### src/rtl/pmw_pkg.sv
// Purpose: constants and types for the power-mode and wake controller
// Assumes: 100 MHz reference clock
// Notes: wake latencies are nominal figures turned into cycle counts
package pmw_pkg;
	// ==========================================================
	// clock and timing
	localparam int CLK_MHZ = 100;
	localparam int WAKE_IDLE_US = 14;
	localparam int WAKE_STBY_US = 151;
	localparam int WAKE_SHDN_US = 1015;
	localparam int WAKE_IDLE_CYC = WAKE_IDLE_US * CLK_MHZ;
	localparam int WAKE_STBY_CYC = WAKE_STBY_US * CLK_MHZ;
	localparam int WAKE_SHDN_CYC = WAKE_SHDN_US * CLK_MHZ;
	localparam int ENTRY_STEP_CYC = 2;
	// ==========================================================
	// mode requests from software
	typedef enum logic [2:0] {
		PMW_REQ_ACTIVE = 3'h0,
		PMW_REQ_IDLE = 3'h1,
		PMW_REQ_STANDBY = 3'h2,
		PMW_REQ_SHUTDOWN = 3'h3,
		PMW_REQ_LOWEST_A = 3'h4
	} pmw_req_t;
	// reset cause encodings lowest_mode_a in the reset status output
	localparam logic [1:0] CAUSE_POR = 2'h0;
	localparam logic [1:0] CAUSE_PIN = 2'h1;
	localparam logic [1:0] CAUSE_WAKEPIN = 2'h2;
	localparam logic [1:0] CAUSE_RESET_VAL = CAUSE_POR;
	// slow clock source select
	localparam logic SLOW_SEL_RC = 1'b0;
	localparam logic SLOW_SEL_XTAL = 1'b1;
endpackage : pmw_pkg

### src/rtl/pmw_sync3.sv
// Purpose: three-stage synchroniser with agreement filter
// Assumes: one clock domain on the receiving side
// Notes: output changes only when stage two and three agree
`timescale 1ns/1ps
`default_nettype none
module pmw_sync3 #(
	parameter int W = 1
) (
	// clock and reset
	input wire logic ref_clk_in,
	input wire logic rstn_in,
	// asynchronous level in, filtered level out
	input wire logic [W-1:0] async_in,
	output logic [W-1:0] sync_out
);
	typedef struct packed {
		logic [W-1:0] s1;
		logic [W-1:0] s2;
		logic [W-1:0] s3;
		logic [W-1:0] q;
	} pmw_sync_t;
	pmw_sync_t st, next_st;
	// ==========================================================
	// stage one feeds only stage two
	always_comb begin
		next_st = st;
		next_st.s1 = async_in;
		next_st.s2 = st.s1;
		next_st.s3 = st.s2;
		for (int i = 0; i < W; i++) begin
			if (st.s2[i] == st.s3[i]) begin
				next_st.q[i] = st.s3[i];
			end
		end
	end
	always_ff @(posedge ref_clk_in or negedge rstn_in) begin
		if (!rstn_in) begin
			st <= '0;
		end else begin
			st <= next_st;
		end
	end
	assign sync_out = st.q;
endmodule : pmw_sync3
`default_nettype wire

### src/rtl/pmw_ctrl.sv
// Purpose: power-mode sequencer, wake logic, reset cause and clock select
// Assumes: software mode requests arrive as one-cycle pulses on this clock
// Notes: power and gate outputs are active-high enables
// Behaviour
// - idle stops cpu and memory clocks, active peripherals keep their clocks
// - any interrupt returns idle to active
// - standby keeps only the always-on domain and sensor processor powered
// - standby leaves only on external wake, rtc, sensor processor event or reset pin
// - standby wake resumes cpu where it stopped, retained peripherals keep config
// - gpio pins lowest_mode_a latched throughout standby
// - shutdown powers off everything including always-on domain and sensor processor
// - shutdown latches each pin at its value just before entry
// - wake-pin change in shutdown wakes device as a reset
// - reset cause records wake-pin, reset-pin or power-on reset
// - shutdown keeps only latched pins and nonvolatile memory
// - reset pin wakes all modes; enabled pin edge wakes shutdown only
// - rtc wakes from active, idle and standby only
// - wake latency about 14, 151 and 1015 microseconds by mode
// - always-on domain enabled in every mode except shutdown
// - fast clock is the crystal reference doubled
// - slow rc oscillator serves as slow reference without crystal
// - selected slow clock can drive a gpio pin
// - rtc runs from selected slow clock with optional rc compensation
// - sensor processor configuration decides which conditions wake cpu
`timescale 1ns/1ps
`default_nettype none
module pmw_ctrl
	import pmw_pkg::*;
#(
	parameter int NPIN = 31,
	parameter int WAKE_IDLE = pmw_pkg::WAKE_IDLE_CYC,
	parameter int WAKE_STBY = pmw_pkg::WAKE_STBY_CYC,
	parameter int WAKE_SHDN = pmw_pkg::WAKE_SHDN_CYC
) (
	// clock and reset
	input wire logic ref_clk_in,
	input wire logic rstn_in,
	// software mode request
	input wire logic mode_req_valid_in,
	input wire pmw_pkg::pmw_req_t mode_req_in,
	// wake sources
	input wire logic irq_any_in,
	input wire logic ext_wake_in,
	input wire logic rtc_event_in,
	input wire logic sens_event_in,
	input wire logic [15:0] sens_wake_mask_in,
	input wire logic [15:0] sens_cond_in,
	input wire logic reset_pin_n_in,
	// pins and wake configuration
	input wire logic [NPIN-1:0] gpio_val_in,
	input wire logic [NPIN-1:0] gpio_wake_en_in,
	// clock configuration
	input wire logic slow_xtal_fitted_in,
	input wire logic slow_clk_xtal_in,
	input wire logic slow_clk_rc_in,
	input wire logic rtc_comp_en_in,
	input wire logic [7:0] rtc_comp_in,
	input wire logic clkout_en_in,
	// power and clock enables
	output logic cpu_clk_en_out,
	output logic mem_clk_en_out,
	output logic periph_clk_en_out,
	output logic main_pwr_en_out,
	output logic always_on_domain_en_out,
	output logic sens_pwr_en_out,
	output logic retain_en_out,
	output logic fast_pll_x2_out,
	output logic fast_crystal_osc_en_out,
	// pin hold
	output logic io_hold_out,
	output logic [NPIN-1:0] io_latched_out,
	// status
	output logic [2:0] mode_out,
	output logic sys_reset_n_out,
	output logic [1:0] reset_cause_out,
	output logic cpu_resume_out,
	output logic slow_clk_sel_out,
	output logic clkout_pin_out,
	output logic rtc_tick_out
);
	initial begin
		if (NPIN < 1 || NPIN > 32 || WAKE_IDLE < 1 || WAKE_STBY < 1 || WAKE_SHDN < 1) begin
			$error("pmw_ctrl: bad parameter");
		end
	end

	typedef enum logic [3:0] {
		ST_ACTIVE, ST_ENTER_GATE, ST_ENTER_LATCH, ST_IDLE, ST_STANDBY,
		ST_SHUTDOWN, ST_LOWEST_A, ST_WAKE_WAIT, ST_RESET_OUT
	} pmw_st_t;

	typedef struct packed {
		pmw_st_t fsm;
		pmw_req_t target;
		logic [16:0] cnt;
		logic [NPIN-1:0] latched;
		logic [NPIN-1:0] prev_pins;
		logic [1:0] cause;
		logic resume;
		logic wake_reset;
		logic rst_prev;
		logic slow_prev;
		logic [8:0] comp_acc;
		logic tick;
	} pmw_state_t;

	pmw_state_t st, next_st;
	logic [NPIN-1:0] pins_s;
	logic rst_n_s, slow_x_s, slow_r_s, sens_hit;

	// ==========================================================
	// synchronisers for pins and slow clocks
	pmw_sync3 #(.W(NPIN)) u_pin_sync (
		.ref_clk_in(ref_clk_in), .rstn_in(rstn_in),
		.async_in(gpio_val_in), .sync_out(pins_s)
	);
	pmw_sync3 #(.W(3)) u_misc_sync (
		.ref_clk_in(ref_clk_in), .rstn_in(rstn_in),
		.async_in({reset_pin_n_in, slow_clk_xtal_in, slow_clk_rc_in}),
		.sync_out({rst_n_s, slow_x_s, slow_r_s})
	);

	// only conditions the sensor processor enabled count as a wake
	assign sens_hit = sens_event_in && |(sens_cond_in & sens_wake_mask_in);

	function automatic logic [16:0] wake_cycles(input pmw_req_t m);
		case (m)
			PMW_REQ_IDLE: wake_cycles = 17'(WAKE_IDLE);
			PMW_REQ_STANDBY: wake_cycles = 17'(WAKE_STBY);
			default: wake_cycles = 17'(WAKE_SHDN);
		endcase
	endfunction : wake_cycles

	// ==========================================================
	// sequencer
	always_comb begin
		next_st = st;
		next_st.tick = 1'b0;
		next_st.rst_prev = rst_n_s;
		next_st.prev_pins = pins_s;
		if (st.cnt != '0) begin
			next_st.cnt = st.cnt - 17'h1;
		end
		case (st.fsm)
			ST_ACTIVE: begin
				next_st.latched = pins_s; // pins tracked so latch holds pre-entry value
				if (mode_req_valid_in && mode_req_in != PMW_REQ_ACTIVE) begin
					next_st.target = mode_req_in;
					next_st.cnt = 17'(ENTRY_STEP_CYC);
					next_st.fsm = ST_ENTER_GATE;
				end
			end
			ST_ENTER_GATE: begin
				// clocks are gated first, pins no longer tracked
				if (st.cnt == '0) begin
					if (st.target == PMW_REQ_IDLE) begin
						next_st.fsm = ST_IDLE;
					end else begin
						next_st.cnt = 17'(ENTRY_STEP_CYC);
						next_st.fsm = ST_ENTER_LATCH; // latch before power removal
					end
				end
			end
			ST_ENTER_LATCH: begin
				if (st.cnt == '0) begin
					case (st.target)
						PMW_REQ_STANDBY: next_st.fsm = ST_STANDBY;
						PMW_REQ_SHUTDOWN: next_st.fsm = ST_SHUTDOWN;
						default: next_st.fsm = ST_LOWEST_A;
					endcase
				end
			end
			ST_IDLE: begin
				if (irq_any_in || ext_wake_in || rtc_event_in || sens_hit) begin
					next_st.cnt = wake_cycles(PMW_REQ_IDLE);
					next_st.fsm = ST_WAKE_WAIT;
				end
			end
			ST_STANDBY: begin
				if (ext_wake_in || rtc_event_in || sens_hit) begin
					next_st.resume = 1'b1;
					next_st.cnt = wake_cycles(PMW_REQ_STANDBY);
					next_st.fsm = ST_WAKE_WAIT;
				end
			end
			ST_SHUTDOWN: begin
				if (|((pins_s ^ st.prev_pins) & gpio_wake_en_in[NPIN-1:0])) begin
					next_st.wake_reset = 1'b1;
					next_st.cause = CAUSE_WAKEPIN;
					next_st.cnt = wake_cycles(PMW_REQ_SHUTDOWN);
					next_st.fsm = ST_WAKE_WAIT;
				end
			end
			ST_LOWEST_A: begin
				// only the reset pin, handled below, leaves this mode
			end
			ST_WAKE_WAIT: begin
				if (st.cnt == '0) begin
					next_st.fsm = st.wake_reset ? ST_RESET_OUT : ST_ACTIVE;
				end
			end
			ST_RESET_OUT: begin
				next_st.wake_reset = 1'b0;
				next_st.resume = 1'b0;
				next_st.fsm = ST_ACTIVE;
			end
			default: next_st.fsm = ST_ACTIVE;
		endcase
		if (st.fsm == ST_ACTIVE && st.resume) begin
			next_st.resume = 1'b0;
		end
		// reset pin falling edge wins from any mode
		if (st.rst_prev && !rst_n_s) begin
			next_st.cause = CAUSE_PIN;
			next_st.wake_reset = 1'b1;
			next_st.resume = 1'b0;
			next_st.cnt = (st.fsm == ST_SHUTDOWN || st.fsm == ST_LOWEST_A) ?
				wake_cycles(PMW_REQ_SHUTDOWN) : 17'h1;
			next_st.fsm = ST_WAKE_WAIT;
		end
		// rtc tick on rising slow clock edge, skipping pulses when compensating rc
		next_st.slow_prev = slow_clk_sel_out ? slow_x_s : slow_r_s;
		if (next_st.slow_prev && !st.slow_prev) begin
			if (rtc_comp_en_in && !slow_clk_sel_out) begin
				next_st.comp_acc = {1'b0, st.comp_acc[7:0]} + {1'b0, rtc_comp_in};
				next_st.tick = !next_st.comp_acc[8];
			end else begin
				next_st.tick = 1'b1;
			end
		end
	end

	always_ff @(posedge ref_clk_in or negedge rstn_in) begin
		if (!rstn_in) begin
			st <= '0;
			st.fsm <= ST_ACTIVE;
			st.target <= PMW_REQ_ACTIVE;
			st.cause <= CAUSE_RESET_VAL; // power-on reset cause
			st.rst_prev <= 1'b0; // synchroniser leaves reset low, so no false pin edge
		end else begin
			st <= next_st;
		end
	end

	// ==========================================================
	// outputs decoded from state
	logic run;
	assign run = (st.fsm == ST_ACTIVE) || (st.fsm == ST_ENTER_GATE && st.cnt == 17'(ENTRY_STEP_CYC));
	assign cpu_clk_en_out = run;
	assign mem_clk_en_out = run;
	assign periph_clk_en_out = (st.fsm inside {ST_ACTIVE, ST_ENTER_GATE, ST_IDLE, ST_WAKE_WAIT});
	assign main_pwr_en_out = !(st.fsm inside {ST_STANDBY, ST_SHUTDOWN, ST_LOWEST_A});
	assign always_on_domain_en_out = (st.fsm != ST_SHUTDOWN);
	assign sens_pwr_en_out = !(st.fsm inside {ST_SHUTDOWN, ST_LOWEST_A});
	assign retain_en_out = (st.fsm == ST_STANDBY);
	assign fast_pll_x2_out = main_pwr_en_out; // crystal reference doubled
	assign fast_crystal_osc_en_out = main_pwr_en_out;
	assign io_hold_out = (st.fsm inside {ST_ENTER_LATCH, ST_STANDBY, ST_SHUTDOWN, ST_LOWEST_A});
	assign io_latched_out = st.latched;
	assign mode_out = st.fsm == ST_ACTIVE ? PMW_REQ_ACTIVE : st.target;
	assign sys_reset_n_out = (st.fsm != ST_RESET_OUT);
	assign reset_cause_out = st.cause;
	assign cpu_resume_out = st.resume && st.fsm == ST_ACTIVE;
	assign slow_clk_sel_out = slow_xtal_fitted_in ? SLOW_SEL_XTAL : SLOW_SEL_RC;
	assign clkout_pin_out = clkout_en_in && st.slow_prev;
	assign rtc_tick_out = st.tick && always_on_domain_en_out;
endmodule : pmw_ctrl
`default_nettype wire

### config.mk
export PLATFORM = sky130hd
export DESIGN_NAME = pmw_ctrl
export DESIGN_NICKNAME = d
export VERILOG_FILES = /design/src/rtl/pmw_pkg.sv /design/src/rtl/pmw_sync3.sv /design/src/rtl/pmw_ctrl.sv
export SDC_FILE = /design/constraint.sdc
export NUM_CORES = 1
export LEC_CHECK = 0
export BUFFER_PORTS_ARGS = -buffer_cell sky130_fd_sc_hd__buf_2
export CAP_MARGIN = 5
export CORE_UTILIZATION = 50
export DETAILED_ROUTE_END_ITERATION = 7
export PLACE_DENSITY = 0.74
export SLEW_MARGIN = 20
export SYNTH_ARGS = -nofsm -noshare
export SYNTH_HDL_FRONTEND = slang
export SYNTH_SLANG_ARGS = --single-unit
### constraint.sdc
create_clock -name ref_clk_in -period 2.8 [get_ports ref_clk_in]
set_clock_uncertainty 0.05 [all_clocks]
set_input_delay 0 -clock ref_clk_in [delete_from_list [all_inputs] [get_ports ref_clk_in]]
set_output_delay 0 -clock ref_clk_in [all_outputs]
set_load 0.05 [all_outputs]
==> run summary <==
Vert. Die Dim = 136.0 µm
Final hold slack = 0.005530 ns
Met1 wire length = 8076 µm
Finished Layout Cells = 1108
Die span in x = 136.0 µm
Via count = 5730
Placement Cell Area = 9946 µm²
Filler Cells Inserted = 1265
Routability cong. = 0.8543
Post-Syn Instances = 649
CP most frequent cell = a21o_1
Final hold vios = 0
Crit path max fanout = 2
Num Clock Sinks = 237
Ys flop type = dfrtp_1
Status = finished clean
Highest-count cells in the layout ignoring fill and taps = 237 x dfrtp_1, 167 x buf_2, 54 x dlygate4sd3_1
Design area = 11340 µm²
WL met2 = 9610 µm
Critical path type = reg -> reg
Total Power = 11.98 mW
Fin. max-slew vios = 0
Share of post-route cells with drive strength above 1 = 31.82%
Detailed Routing Iterations Pass 1 = 5
Synthesis-to-finish area growth = 26.31%
MaxCap Viol Count = 0
Final net count = 994
Die area = 18500 µm²
Starting density of the core = 51.56%
Register area share after synthesis = 66.04%
Port-buffer cells = 168
Crit path required time = 3.14 ns
CP cell instances = ha_1 > inv_1 > fa_1 > nor2b_1 > o21ai_0 > nand2b_1 > a21o_1 > a21o_1 > a21oi_1 > o211a_1 > dlygate4sd3_1
Number of buffers created by CTS = 24
Rel. slew slack = 56.36%
First-pass GRT wire length = 30670 µm
Min Tclk post-route = 2.663 ns
CTS tree = yes
Maximum VDD drop = 0.0009523 V
Gr ovfl total = 0
Syn Nets = 778
Number of flops mapped to enable cells by yosys = 0
Setup TNS = 0 ns
DP Worst Slack = 0.01244 ns
Slowest cell on crit path = dlygate4sd3_1
H-tree depth = 1
Utilization after layout = 65.12%
Wire length per cell = 17.36 µm
Worst hold path type = in -> async
Synthesis Warnings = 0
Root buffer cell = clkbuf_16
Worst setup EP type = flop
Commonest non-fill, non-tap cell in the layout = dfrtp_1
Core area = 17420 µm²
WP data arrival = 3.00 ns
Lkg Pwr = 5.246 nW
Total track usage = 21.57%
RSZ-0062 raised after global routing = false
# IOs = 169
Drt total wl = 19240 µm
Post-synthesis cell type count = 59
Initial antenna violation count = 0
Cells after DPL = 1009
Post-route clock period utilization = 95.09%
CP startpoint kind = flop
Max Freq = 375.6 MHz
Min setup slack post-route = 0.1373 ns
Drt drc = 0
Setup-failing EPs final = 0
Crit-path max cell delay = 0.57 ns
Worst slew pin tran = 0.6547 ns
# rows = 48
Cell area after synthesis = 8980 µm²
Post-detail-place hpwl = 13020 µm
Clock Latency Late Sink = 0.53 ns
Metal3 WL = 1124 µm
DRT iter0 DRCs = 252
Post-synthesis async set-or-reset flop share = 100.0%
Worst-case clock buffer depth = 3
Routed Antenna Nets = 0
Largest net degree at the start of global routing = 90
Vias per cell = 5.171
Pwr per Cell Area = 1057 nW/µm²
FF+latch count, synth = 237
Ant. Diodes = 0
Vias in the first global route = 6015
Mean post-synth cell area = 13.84 µm²
Max Used Layer = met4
Clk slew on worst S/H paths = 0.07 ns
==> cell families after synthesis <==
| kind of cell | share of synthesized area, % |
|---|---|
| xor gates and xnor gates | 4.779 |
| adders and majority gates | 5.406 |
| DFF | 66.04 |
| muxes | 4.849 |
| buffers and inverters | 4.138 |
| AOI/OAI and AO/OA | 7.496 |
| and+or+nand+nor | 7.287 |
==> critical path, delay by kind of cell (launching register included) <==
kind / cells / cell delay [ns]
AO/OA/AOI/OAI: 5 / 0.71
AND/OR/NAND/NOR: 2 / 0.24
adder cells (fa/ha/maj): 2 / 0.58
buffers and inverters: 2 / 0.63
flip-flops: 1 / 0.34
==> state kept, by name (all words and copies together) (netlist names) <==
name,cells
u_misc_sync.st,3
u_pin_sync.sync_out,31
u_misc_sync.sync_out,3
reset_cause_out,2
u_misc_sync.next_st,6
u_pin_sync.next_st,62
io_latched_out,31
u_pin_sync.st,31
st,68
==> where the power goes <==
part | internal [mW] | switching [mW]
logic | 1.49 | 2.72
clock network | 1.94 | 1.30
registers | 4.06 | 0.483
==> repair_timing <==
action | 4_1_cts | 5_1_grt
setup buffers | 0 | 1
pin swaps | 1 | 1
hold buffers | 54 | 0
endpoints found under the hold margin | 197 | 0
endpoints found under the setup margin | 1 | 18
resized for setup | 1 | 3
==> cell type report <==
cell class | instances | area [µm²] | area share, %
Clock buffer | 33 | 694.4 | 6.122
Inverter | 10 | 37.54 | 0.3309
Timing Repair Buffer | 240 | 1551 | 13.68
Tap cell | 225 | 281.5 | 2.482
Clock inverter | 11 | 142.6 | 1.258
Multi-Input combinational cell | 352 | 2704 | 23.84
Sequential cell | 237 | 5931 | 52.29
==> final timing paths <==
kind	from	end	slack, ns	cells past startpoint
worst max-delay path	st[1]	st[0]	0.14	11
worst min-delay path	rstn_in	io_latched_out[5]	0.006	2
worst max register to register	st[1]	st[0]	0.14	11
worst min register to register	u_pin_sync.next_st[86]	u_pin_sync.next_st[55]	0.29	0
max in group asynchronous	rstn_in	st[11]	1.70	3
min in group ref_clk_in	gpio_val_in[5]	u_pin_sync.next_st[67]	0.06	2
==> synthesized netlist by cell type (4+ instances only) <==
master	count	area (µm²)
a31oi_1	9	56.30
nand3_1	6	30.03
dfrtp_1	237	5931
nand2_1	34	127.6
a221oi_1	8	70.07
a22o_1	4	35.03
and2_1	5	31.28
nor3_1	9	45.04
inv_1	10	37.54
mux2_2	36	405.4
nand4_1	5	31.28
nand2b_1	5	31.28
a22oi_1	15	112.6
maj3_1	34	340.3
xor2_1	38	332.8
buf_4	37	277.8
clkbuf_1	12	45.04
a21oi_1	10	50.05
nor2_1	28	105.1
xnor2_1	11	96.34
nor2b_1	10	62.56
ha_1	10	125.1
o21ai_0	22	110.1
==> metal layers <==
layer  global-route usage, %  vias up
met5                       0        -
met4                   6.543        0
met3                   3.840       37
met2                   36.86      211
met1                   28.07     2813
li1                        -     2669
Note: power is estimated with default switching activity, not from simulation.
